$ cat config.mk
export PLATFORM = sky130hd
export DESIGN_NAME = llipc_ctrl
export DESIGN_NICKNAME = d
export VERILOG_FILES = /design/src/llipc_pkg.sv /design/src/llipc_ctrl.sv /design/src/llipc_pin_trigger.sv
export SDC_FILE = /design/constraint.sdc
export NUM_CORES = 1
export LEC_CHECK = 0
export BUFFER_PORTS_ARGS = -buffer_cell sky130_fd_sc_hd__buf_2
export CORE_MARGIN = 2
export CORE_UTILIZATION = 55
export DETAILED_ROUTE_END_ITERATION = 7
export GPL_TIMING_DRIVEN = 0
export PLACE_DENSITY = 0.84
export SLEW_MARGIN = 20
export SYNTH_ARGS = -nofsm -noshare
export SYNTH_HDL_FRONTEND = slang
export SYNTH_SLANG_ARGS = --single-unit
export TNS_END_PERCENT = 100
$ cat constraint.sdc
create_clock -name I_CLOCK -period 2.8 [get_ports I_CLOCK]
set_input_delay 0.28 -clock I_CLOCK [delete_from_list [all_inputs] [get_ports I_CLOCK]]
set_output_delay 0.28 -clock I_CLOCK [all_outputs]
set_load 0.01 [all_outputs]
$ cat src/llipc_pkg.sv
// Constants and types shared by the low-limit interrupt and pin configuration block
package llipc_pkg;

    // ========================================================================
    // Bus geometry
    // ========================================================================
    localparam int WB_DW = 32;
    localparam int WB_AW = 8;
    localparam int IDX_W = 6;
    localparam int REG_W = 16;
    localparam int NUM_STAGES = 12;

    // ========================================================================
    // Register indices (byte address = index * 4)
    // ========================================================================
    localparam logic [IDX_W-1:0] IDX_RECAL_TIME = 6'h04;
    localparam logic [IDX_W-1:0] IDX_LOW_EN_PIN = 6'h05;
    localparam logic [IDX_W-1:0] IDX_IRQ_STATUS = 6'h08;
    localparam logic [IDX_W-1:0] IDX_IRQ_MASK = 6'h09;
    localparam logic [IDX_W-1:0] IDX_PIN_DRIVE = 6'h0A;
    localparam logic [IDX_W-1:0] IDX_LIVE_STATE = 6'h0B;

    // ========================================================================
    // Field positions
    // ========================================================================
    localparam int FP_RECAL_LSB = 0;
    localparam int FP_RECAL_W = 10;
    localparam int LP_RECAL_LSB = 10;
    localparam int LP_RECAL_W = 6;
    localparam int PIN_FUNC_LSB = 12;
    localparam int PIN_TRIG_LSB = 14;
    localparam int IRQ_PIN_BIT = 12;
    localparam int IRQ_W = 13;
    localparam int LIVE_PIN_BIT = 12;
    localparam int LIVE_INT_BIT = 13;
    localparam int LIVE_FUNC_LSB = 14;

    // ========================================================================
    // Reset values
    // ========================================================================
    localparam logic [FP_RECAL_W-1:0] FP_RECAL_RST = 10'h3FF;
    localparam logic [LP_RECAL_W-1:0] LP_RECAL_RST = 6'h3F;
    localparam logic [NUM_STAGES-1:0] LOW_EN_RST = 12'h000;
    localparam logic [1:0] PIN_FUNC_RST = 2'h0;
    localparam logic [1:0] PIN_TRIG_RST = 2'h0;
    localparam logic [IRQ_W-1:0] IRQ_MASK_RST = 13'h1FFF;

    // ========================================================================
    // Field encodings
    // ========================================================================
    localparam logic [1:0] FUNC_DISABLED = 2'h0;
    localparam logic [1:0] FUNC_INPUT = 2'h1;
    localparam logic [1:0] TRIG_NEG_LEVEL = 2'h0;
    localparam logic [1:0] TRIG_POS_EDGE = 2'h1;
    localparam logic [1:0] TRIG_NEG_EDGE = 2'h2;
    localparam logic [1:0] TRIG_POS_LEVEL = 2'h3;

    typedef enum logic [2:0] {
        PIN_OFF = 3'b001,
        PIN_IN = 3'b010,
        PIN_OUT = 3'b100
    } llipc_pin_mode_type;

endpackage : llipc_pkg

$ cat src/llipc_ctrl.sv
// Low-limit interrupt enables, recalibration times and pin setup behind Wishbone
//
// How it works
// - Bits 9:0 of recal register hold full power recal time, reset 3FF.
// - Bits 15:10 of recal register hold low power recal time, reset 3F.
// - Twelve read/write low-limit enables; bit n governs conversion stage n.
// - Enabled stage with its mask bit set passing below its low threshold drives interrupt output low.
// - Enable at zero removes that stage as a source; enables reset to zero.
// - Pin function 00 off, 01 input, 10 and 11 active-low output.
// - Trigger 00 negative level, 01 rising edge, 10 falling edge, 11 positive level.
//
// Decided for this implementation: the Wishbone slave port.
`timescale 1ns/1ps

module llipc_ctrl
    import llipc_pkg::*;
#(
    parameter int STAGES = NUM_STAGES        // Number of conversion stages
)
(
    input wire logic I_CLOCK,                  // 250 MHz system clock
    input wire logic I_RST_N,                  // Synchronous reset, active low
    input wire logic I_WB_CYC_I,               // Wishbone cycle
    input wire logic I_WB_STB_I,               // Wishbone strobe
    input wire logic I_WB_WE_I,                // Wishbone write enable
    input wire logic [llipc_pkg::WB_AW-1:0] I_WB_ADR_I, // Byte address
    input wire logic [3:0] I_WB_SEL_I,         // Byte lane selects
    input wire logic [llipc_pkg::WB_DW-1:0] I_WB_DAT_I, // Write data
    output logic [llipc_pkg::WB_DW-1:0] O_WB_DAT_O, // Read data
    output logic O_WB_ACK_O,                   // Wishbone acknowledge
    input wire logic [STAGES-1:0] I_STAGE_LOW_EVT, // Result below low threshold
    output logic [llipc_pkg::FP_RECAL_W-1:0] O_FP_RECAL_TIME, // Full power recal
    output logic [llipc_pkg::LP_RECAL_W-1:0] O_LP_RECAL_TIME, // Low power recal
    input wire logic I_GPIO_IN,                // Pin level seen at the pad
    output logic O_GPIO_OUT,                   // Pin drive level
    output logic O_GPIO_OE_N,                  // Pin output enable, low drives
    output logic O_INT_N                       // Interrupt output, active low
);

    // ========================================================================
    // Declarations
    // ========================================================================
    logic [FP_RECAL_W-1:0] full_power_recal_time_reg;
    logic [LP_RECAL_W-1:0] low_power_recal_time_reg;
    logic [STAGES-1:0] stage_low_limit_irq_enable_reg;
    logic [1:0] pin_func_reg;
    logic [1:0] pin_trig_reg;
    logic [IRQ_W-1:0] irq_status_reg;
    logic [IRQ_W-1:0] irq_status_next;
    logic [IRQ_W-1:0] irq_mask_reg;
    logic pin_drive_reg;
    logic gpio_out_reg;
    logic gpio_oe_n_reg;
    logic int_n_reg;
    logic ack_reg;
    logic [WB_DW-1:0] rdata_reg;
    logic [WB_DW-1:0] rdata_next;
    logic [IDX_W-1:0] idx;
    logic req;
    logic wr_go;
    logic rd_go;
    logic status_rd;
    logic [REG_W-1:0] wmask;
    logic [REG_W-1:0] recal_word;
    logic [REG_W-1:0] low_en_word;
    logic [REG_W-1:0] recal_new;
    logic [REG_W-1:0] low_en_new;
    logic [IRQ_W-1:0] irq_events;
    logic [STAGES-1:0] stage_hit;
    logic [IRQ_W-1:0] mask_new;
    logic [IRQ_W-1:0] irq_pending;
    logic pin_event;
    llipc_pin_mode_type pin_mode;

    // ========================================================================
    // Wishbone request decode
    // ========================================================================
    // Address bits above the index and the low byte-offset bits are ignored
    assign idx = I_WB_ADR_I[IDX_W+1:2];
    assign req = I_WB_CYC_I & I_WB_STB_I;
    // Work happens once, on the edge that raises ack
    assign wr_go = req & ~ack_reg & I_WB_WE_I;
    assign rd_go = req & ~ack_reg & ~I_WB_WE_I;
    assign status_rd = rd_go && (idx == IDX_IRQ_STATUS);

    // Byte lanes 0 and 1 carry the 16-bit registers; lanes 2 and 3 are dropped
    genvar b;
    generate
        for (b = 0; b < REG_W; b++) begin : g_wmask
            assign wmask[b] = I_WB_SEL_I[b / 8];
        end
    endgenerate

    // ========================================================================
    // Acknowledge: given one cycle after the request, dropped the cycle after it is given
    // ========================================================================
    always_ff @(posedge I_CLOCK) begin
        if (!I_RST_N) begin
            ack_reg <= 1'b0;
        end else begin
            ack_reg <= req & ~ack_reg;
        end
    end

    // ========================================================================
    // Merged register words
    // ========================================================================
    assign recal_word = {low_power_recal_time_reg, full_power_recal_time_reg};
    assign low_en_word = {pin_trig_reg, pin_func_reg, stage_low_limit_irq_enable_reg};
    assign recal_new = (recal_word & ~wmask) | (I_WB_DAT_I[REG_W-1:0] & wmask);
    assign low_en_new = (low_en_word & ~wmask) | (I_WB_DAT_I[REG_W-1:0] & wmask);
    assign mask_new = (irq_mask_reg & ~wmask[IRQ_W-1:0])
                    | (I_WB_DAT_I[IRQ_W-1:0] & wmask[IRQ_W-1:0]);

    // ========================================================================
    // Recalibration time register
    // ========================================================================
    always_ff @(posedge I_CLOCK) begin
        if (!I_RST_N) begin
            full_power_recal_time_reg <= FP_RECAL_RST;
            low_power_recal_time_reg <= LP_RECAL_RST;
        end else if (wr_go && (idx == IDX_RECAL_TIME)) begin
            full_power_recal_time_reg <= recal_new[FP_RECAL_LSB +: FP_RECAL_W];
            low_power_recal_time_reg <= recal_new[LP_RECAL_LSB +: LP_RECAL_W];
        end
    end

    // ========================================================================
    // Low-limit enables and pin setup register
    // ========================================================================
    always_ff @(posedge I_CLOCK) begin
        if (!I_RST_N) begin
            stage_low_limit_irq_enable_reg <= LOW_EN_RST;
            pin_func_reg <= PIN_FUNC_RST;
            pin_trig_reg <= PIN_TRIG_RST;
        end else if (wr_go && (idx == IDX_LOW_EN_PIN)) begin
            stage_low_limit_irq_enable_reg <= low_en_new[STAGES-1:0];
            pin_func_reg <= low_en_new[PIN_FUNC_LSB +: 2];
            pin_trig_reg <= low_en_new[PIN_TRIG_LSB +: 2];
        end
    end

    // ========================================================================
    // Interrupt mask and pin drive registers
    // ========================================================================
    always_ff @(posedge I_CLOCK) begin
        if (!I_RST_N) begin
            irq_mask_reg <= IRQ_MASK_RST;
        end else if (wr_go && (idx == IDX_IRQ_MASK)) begin
            irq_mask_reg <= mask_new;
        end
    end

    always_ff @(posedge I_CLOCK) begin
        if (!I_RST_N) begin
            pin_drive_reg <= 1'b0;
        end else if (wr_go && (idx == IDX_PIN_DRIVE) && I_WB_SEL_I[0]) begin
            pin_drive_reg <= I_WB_DAT_I[0];
        end
    end

    // ========================================================================
    // Pin function decode
    // ========================================================================
    always_comb begin
        case (pin_func_reg)
            FUNC_DISABLED: pin_mode = PIN_OFF;
            FUNC_INPUT: pin_mode = PIN_IN;
            default: pin_mode = PIN_OUT;
        endcase
    end

    // Output is active low: asserting the drive bit pulls the pin low
    always_ff @(posedge I_CLOCK) begin
        if (!I_RST_N) begin
            gpio_out_reg <= 1'b1;
            gpio_oe_n_reg <= 1'b1;
        end else begin
            case (pin_mode)
                PIN_OUT: begin
                    gpio_out_reg <= ~pin_drive_reg;
                    gpio_oe_n_reg <= 1'b0;
                end
                PIN_IN: begin
                    gpio_out_reg <= 1'b1;
                    gpio_oe_n_reg <= 1'b1;
                end
                default: begin
                    gpio_out_reg <= 1'b1;
                    gpio_oe_n_reg <= 1'b1;
                end
            endcase
        end
    end

    // ========================================================================
    // Pin trigger detection
    // ========================================================================
    llipc_pin_trigger u_pin_trigger (
        .i_clk(I_CLOCK),
        .i_rst_n(I_RST_N),
        .i_armed(pin_mode == PIN_IN),
        .i_trig(pin_trig_reg),
        .i_pin(I_GPIO_IN),
        .o_event(pin_event)
    );

    // ========================================================================
    // Interrupt sources
    // ========================================================================
    // A disabled stage never reaches the status register at all
    genvar s;
    generate
        for (s = 0; s < STAGES; s++) begin : g_stage
            assign stage_hit[s] = I_STAGE_LOW_EVT[s] & stage_low_limit_irq_enable_reg[s];
        end
    endgenerate

    // Pin trigger sits above the stages so stage n stays at status bit n
    assign irq_events = {pin_event, stage_hit};

    // Read clears the status; a source firing in that same cycle is kept
    always_comb begin
        irq_status_next = irq_status_reg;
        if (status_rd) begin
            irq_status_next = '0;
        end
        irq_status_next = irq_status_next | irq_events;
    end

    always_ff @(posedge I_CLOCK) begin
        if (!I_RST_N) begin
            irq_status_reg <= '0;
        end else begin
            irq_status_reg <= irq_status_next;
        end
    end

    // Level sources keep re-setting the status, so the output holds while they last
    assign irq_pending = irq_status_reg & irq_mask_reg;

    always_ff @(posedge I_CLOCK) begin
        if (!I_RST_N) begin
            int_n_reg <= 1'b1;
        end else begin
            int_n_reg <= ~(|irq_pending);
        end
    end

    // ========================================================================
    // Read data
    // ========================================================================
    always_comb begin
        rdata_next = '0;
        case (idx)
            IDX_RECAL_TIME: rdata_next[REG_W-1:0] = recal_word;
            IDX_LOW_EN_PIN: rdata_next[REG_W-1:0] = low_en_word;
            IDX_IRQ_STATUS: rdata_next[IRQ_W-1:0] = irq_status_reg;
            IDX_IRQ_MASK: rdata_next[IRQ_W-1:0] = irq_mask_reg;
            IDX_PIN_DRIVE: rdata_next[0] = pin_drive_reg;
            IDX_LIVE_STATE: begin
                rdata_next[STAGES-1:0] = I_STAGE_LOW_EVT;
                rdata_next[LIVE_PIN_BIT] = I_GPIO_IN;
                rdata_next[LIVE_INT_BIT] = ~int_n_reg;
                rdata_next[LIVE_FUNC_LSB +: 2] = pin_func_reg;
            end
            default: rdata_next = '0;
        endcase
    end

    // Unmapped addresses still answer, with zero, so the bus never hangs
    always_ff @(posedge I_CLOCK) begin
        if (!I_RST_N) begin
            rdata_reg <= '0;
        end else if (rd_go) begin
            rdata_reg <= rdata_next;
        end
    end

    // ========================================================================
    // Outputs
    // ========================================================================
    assign O_WB_ACK_O = ack_reg;
    assign O_WB_DAT_O = rdata_reg;
    assign O_FP_RECAL_TIME = full_power_recal_time_reg;
    assign O_LP_RECAL_TIME = low_power_recal_time_reg;
    assign O_GPIO_OUT = gpio_out_reg;
    assign O_GPIO_OE_N = gpio_oe_n_reg;
    assign O_INT_N = int_n_reg;

endmodule // llipc_ctrl

$ cat src/llipc_pin_trigger.sv
// Trigger detector for the general-purpose pin when it serves as an input
`timescale 1ns/1ps

module llipc_pin_trigger
    import llipc_pkg::*;
(
    input wire logic i_clk,       // System clock
    input wire logic i_rst_n,     // Synchronous reset, active low
    input wire logic i_armed,     // Pin configured as input
    input wire logic [1:0] i_trig, // Trigger condition select
    input wire logic i_pin,       // Pin level, synchronous to clock
    output logic o_event          // Trigger seen this cycle
);

    logic prev_reg;
    logic hit;

    // ========================================================================
    // Previous pin level for edge detection
    // ========================================================================
    always_ff @(posedge i_clk) begin
        if (!i_rst_n) begin
            prev_reg <= 1'b0;
        end else begin
            prev_reg <= i_pin;
        end
    end

    // ========================================================================
    // Trigger decode
    // ========================================================================
    always_comb begin
        case (i_trig)
            TRIG_NEG_LEVEL: hit = ~i_pin;
            TRIG_POS_EDGE: hit = i_pin & ~prev_reg;
            TRIG_NEG_EDGE: hit = ~i_pin & prev_reg;
            TRIG_POS_LEVEL: hit = i_pin;
            default: hit = 1'b0;
        endcase
    end

    // Edges are only trusted once armed; the previous level is tracked while disarmed too, so the first armed cycle sees a true edge
    assign o_event = i_armed & hit;

endmodule // llipc_pin_trigger

# Yosys cells after proc, flatten, opt, wreduce, memory -nomap -nowiden
# Cells that the tools add are included.
# Widths: inputs -> output; s select.
[totals]
register_bits = 80
in_bits = 62
[op_classes]
eq_ne = 12
muxes = 7
bitwise = 38
reduce_logical = 10
[op_table]
columns = ["operator", "count"]
rows = [
  ["$pmux 12 s5", 1],
  ["$and 16x16->16", 3],
  ["$and 13x13->13", 3],
  ["$or 16x16->16", 2],
  ["$or 13x13->13", 2],
  ["$eq 6x4->1 const B", 4],
  ["$and 1x1->1", 19],
  ["$not 16->16", 1],
  ["$mux 13", 1],
  ["$not 13->13", 1],
  ["$reduce_or 13->1", 1],
  ["$eq 6x3->1 const B", 2],
  ["$pmux 3 s3", 1],
  ["$not 1->1", 7],
  ["$logic_and 1x1->1", 6],
  ["$pmux 1 s6", 1],
  ["$pmux 3 s2", 1],
  ["$eq 2x1->1 const B", 2],
  ["$eq 2x2->1 const B", 2],
  ["$logic_not 2->1", 2],
  ["$pmux 1 s4", 1],
  ["$eq 3x2->1 const B", 1],
  ["$eq 3x3->1 const B", 1],
  ["$reduce_and 2->1", 1],
  ["$mux 1", 1],
]

# Depth between registers and ports, before layout
[logic_depth]
ltp_word = 6
ltp_mapped = 6
mapped_depth_nobuf = 4

# Cells and area by module
# A second synthesis with hierarchy kept.
[unflattened]
cells_unflattened = 437
area_unflattened_um2 = 3863.7
[modules_own_cells]
columns = ["module", "n_inst", "cells_each", "area_each_um2", "seq_area_each_um2"]
rows = [
  ["llipc_ctrl", 1, 429, 3806.2, 1581.5],
  ["llipc_pin_trigger", 1, 8, 57.6, 20.0],
]

# Least setup slack after synthesis
# No wires, ideal clock.
[synth_path]
path_type = "register to register"
from = "register ack_reg, in the netlist O_WB_ACK_O"
to = "register (tool-made name)"
arrival_ns = 1.352
path_slack_ns = 1.319
stages_incl_launch_ff = 7
n_path_buf = 2
period_less_slack_ns = 1.481
path_cell_list = "dfxtp_1 and4b_1 buf_2 nand4_1 clkbuf_1 nand3_1 o21ai_0"
[synth_rtl]
columns = ["element", "line_no", "rtl"]
rows = [
  ["from (decl)", "llipc_ctrl.sv:55", "logic ack_reg;"],
  ["from (signal assigned)", "llipc_ctrl.sv:101", "ack_reg <= req & ~ack_reg;"],
]

# Final worst setup path
[layout_path]
from = "register ack_reg, in the netlist O_WB_ACK_O"
to = "register irq_status_reg[11]"
[layout_via]
elab_chain_cells = 6
[layout_lines]
columns = ["element", "line_no", "rtl"]
rows = [
  ["$not 1->1", "llipc_ctrl.sv:83", "assign rd_go = req & ~ack_reg & ~I_WB_WE_I;"],
  ["$and 1x1->1 (2 in a row)", "llipc_ctrl.sv:83", ""],
  ["$logic_and 1x1->1", "llipc_ctrl.sv:84", "assign status_rd = rd_go && (idx == IDX_IRQ_STATUS);"],
  ["$mux 13", "llipc_ctrl.sv:225", "if (status_rd) begin"],
  ["$or 13x13->13", "llipc_ctrl.sv:228", "irq_status_next = irq_status_next | irq_events;"],
  ["to (signal assigned)", "llipc_ctrl.sv:235", "irq_status_reg <= irq_status_next;"],
  ["to (decl)", "llipc_ctrl.sv:48", "logic [IRQ_W-1:0] irq_status_reg;"],
]
# Every way passes these cells.
# A chain may end at the register's enable or synchronous reset.

==> flow_metrics.py <==
metrics = {
    "sta": {
        "postLayoutSetupSlackWorst_ns": 0.8625,
        "worst-slew-pin-transition_ns": 0.5890,
        "total_neg_setup_slack_ns": 0,
        "final_setup_fails": 0,
        "timing.max_slew.rel_slack_pct": 60.59,
        "max_clock_freq_ghz": 0.5161,
        "hold_violations": 0,
        "worst_skew_ns": 0.007406,
        "fin_crit_sh_pct": 69.20,
        "rsz0062_at_grt": "no",
        "layout_min_cycle_time_ns": 1.937,
        "timing.final.max_slew_violations": 0,
    },
    "final_layout": {
        "antenna_cells_inserted": 0,
        "nFillCells": 562,
        "post-route-cell-area_um2": 4578,
        "syn2layout_area_growth_pct": 19.54,
        "fin_util_pct": 67.76,
        "layout_commonest_cell": "buf_2",
        "layout_common_cells": "84 x buf_2, 80 x dfxtp_1, 56 x nand3_1",
        "final_layout_size_suffix_gt1_share_pct": 28.01,
        "num-nets-final": 589,
    },
    "place": {
        "placed_cell_area_um2": 4362,
        "dp_hpwl_mm": 8.488,
        "port-buffer-count": 75,
        "dp_slack_ns": 0.9226,
        "place_congestion": 0.9349,
    },
    "route": {
        "drc": 0,
        "drt-vias-per-instance": 6.149,
        "vias": 3763,
        "drtAntennaViolNets": 0,
        "wl_per_cell_um": 18.86,
        "detail_route.iter0.violations": 423,
        "postRouteWirelength_mm": 11.54,
        "detailedRoute.firstPassIterationCount": 6,
    },
    "clock_network": {
        "htreeDepth": 3,
        "clock_sink_count": 80,
        "clock-root-buffer": "clkbuf_8",
        "worst_setup_hold_path_clk_slew_ns": 0.08,
        "cts.hold.buffers_added": 0,
        "tritoncts_clock_tree": "done",
        "insertion_delay_ns": 0.35,
        "post_cts.resized_instances": 0,
        "clock_tree.buffer_depth": 2,
        "cts.repair_timing.setup_buffer_count": 0,
        "tritoncts.num_buffers": 9,
    },
    "worst_setup_path": {
        "worst_path_largest_cell_delay_ns": 0.34,
        "critical_path.cell_chain": "nor4bb_1 -> buf_2 -> nand3_1 -> clkbuf_1 -> a22oi_1 -> nor2b_1",
        "endpoint_kind": "flop",
        "regToRegEndpoint": "irq_status_reg[11]",
        "setup.worst_path.class": "flop to flop",
        "worst-r2r-cell-count": 6,
        "setup.worst_path.start_class": "flop",
        "launch_instance_of_the_worst_register_to_register_path": "O_WB_ACK_O",
        "crit_slowest_cell": "dfxtp_1",
        "worstPathMaxFanout": 10,
        "critPathArrivalTime_ns": 2.17,
        "critPathRequiredTime_ns": 3.03,
        "timing.reg2reg.setup_slack_ns": 0.86,
    },
    "synthesis": {
        "ys_warn_count": 0,
        "synth_cells": 426,
        "mappedNetlistArea_um2": 3830,
        "yosysSeqAreaShare_pct": 41.82,
        "synth_area_leader_cell": "dfxtp_1",
        "ys_types": 42,
        "synth_top_area_share_pct": 41.82,
        "synth.area.top_cells": "dfxtp_1 42%, mux2i_1 8.6%, nand3_1 7.3%, o21ai_0 7.2%, a22oi_1 5.1%",
        "synth-seq-cells": 80,
        "syn_avg_cell_area_um2": 8.990,
    },
    "floorplanning": {
        "die_height_um": 87.45,
        "num_io_pins": 114,
        "die_w_um": 87.45,
        "fp.coreArea_um2": 6756,
        "die_area_um2": 7647,
        "initial_cell_density_of_the_core_pct": 56.69,
        "rows": 30,
    },
    "global_routing": {
        "first_global_vias": 3499,
        "grt_first_pass_wirelength_mm": 17.71,
        "grt_start_max_net_pins": 14,
        "grt_remaining_overflow": 0,
        "antenna_found_initial": 0,
        "grt_util_all_layers_pct": 30.33,
    },
    "hold_path": {
        "start_point_of_the_worst_min_delay_path": "I_WB_DAT_I[15]",
        "timing.hold.worst.class": "primary input to flop",
        "whs_path_depth": 3,
    },
    "power": {
        "power.share.sequential_pct": 50.3,
        "switching_share_pct": 24.63,
        "static-leakage-power_nw": 1.912,
        "internal_power_w": 0.001729,
        "power.density_cell_area_nw_per_um2": 501.0,
        "vdd_drop_max_mv": 0.3904,
        "total_power_of_the_final_layout_w": 0.002294,
        "netSwitchingPower_w": 0.0005649,
        "clkPwrFrac_pct": 39.4,
        "combPwrFrac_pct": 10.3,
    },
    "status": {
        "status": "complete, no violations",
    },
    "flow_run": {
        "drv_cap": 0,
    },
}
[worst max-delay path, delay by kind of cell, from the launching register on]
kind | cells | cell delay, ns
AO/OA/AOI/OAI | 1 | 0.33
buffers and inverters | 2 | 0.63
flip-flops | 1 | 0.34
AND/OR/NAND/NOR | 3 | 0.53
[power by group through the flow]
| stage | sequential [W] | combinational (W) | clock [W] |
|---|---|---|---|
| after CTS | 0.00115 | 0.000230 | 0.000903 |
| after global routing | 0.00115 | 0.000251 | 0.000952 |
| after floorplan | 0.00118 | 0.000135 | 0 |
| after detailed placement | 0.00118 | 0.000228 | 0 |
| after global placement | 0.00118 | 0.000224 | 0 |
| final | 0.00115 | 0.000236 | 0.000904 |
[area by class of cell]
cell class / count / area [um2] / area share (%)
Clock inverter: 4 / 51.30 / 1.121
Sequential cell: 80 / 1602 / 34.98
Multi-Input combinational cell: 312 / 2007 / 43.84
Tap cell: 80 / 100.1 / 2.186
Timing Repair Buffer: 75 / 375.4 / 8.199
Inverter: 1 / 3.754 / 0.08199
Clock buffer: 12 / 165.2 / 3.608
Buffer: 48 / 274.0 / 5.985
[synthesized netlist by cell type (all sizes together)]
cell type,number
dfxtp,80
nand3,56
o21ai,56
nand2,38
mux2i,33
buf,30
a22oi,26
nor2b,21
clkbuf,18
a21oi,13
mux2,10
o22a,7
o221a,5
nand4,4
and2,3
nor2,3
nor3b,3
nand3b,2
nor3,2
a21boi,1
a222oi,1
a31oi,1
a32oi,1
and3,1
and4b,1
conb,1
inv,1
nand4b,1
nor4,1
nor4b,1
nor4bb,1
o2111ai,1
o32a,1
or3b,1
or4b,1
[stage by stage]
step                      hold slack, ns  cells
after detailed placement          0.4534    596
after global placement            0.4498    596
after floorplan                   0.3807    441
final                             0.1873    612
after CTS                         0.1770    612
after global routing              0.1928    612
[cell families after synthesis]
family                 share of synthesized area (%)
multiplexers                                   11.56
AND/OR/NAND/NOR                                20.42
other                                        0.09791
AO/OA/AOI/OAI                                  18.85
buffers and inverters                          7.252
flip-flops                                     41.82
[worst max-delay path by stage]
stage                              from                  to  cells after the start
after floorplan           I_WB_ADR_I[3]                flop                      6
after global placement    I_WB_ADR_I[2]   irq_status_reg[7]                      6
after detailed placement  I_WB_ADR_I[2]   irq_status_reg[7]                      6
after CTS                    O_WB_ACK_O  irq_status_reg[11]                      6
after global routing         O_WB_ACK_O  irq_status_reg[11]                      6
final                        O_WB_ACK_O  irq_status_reg[11]                      6
[metal layers]
metal,wire [um],global-route usage (%),up-vias
li1,-,-,1722
met1,4657,39.75,1736
met2,5315,47.87,260
met3,1214,6.825,45
met4,354,13.29,0
met5,0,0,-
(Power assumes the default switching activity.)
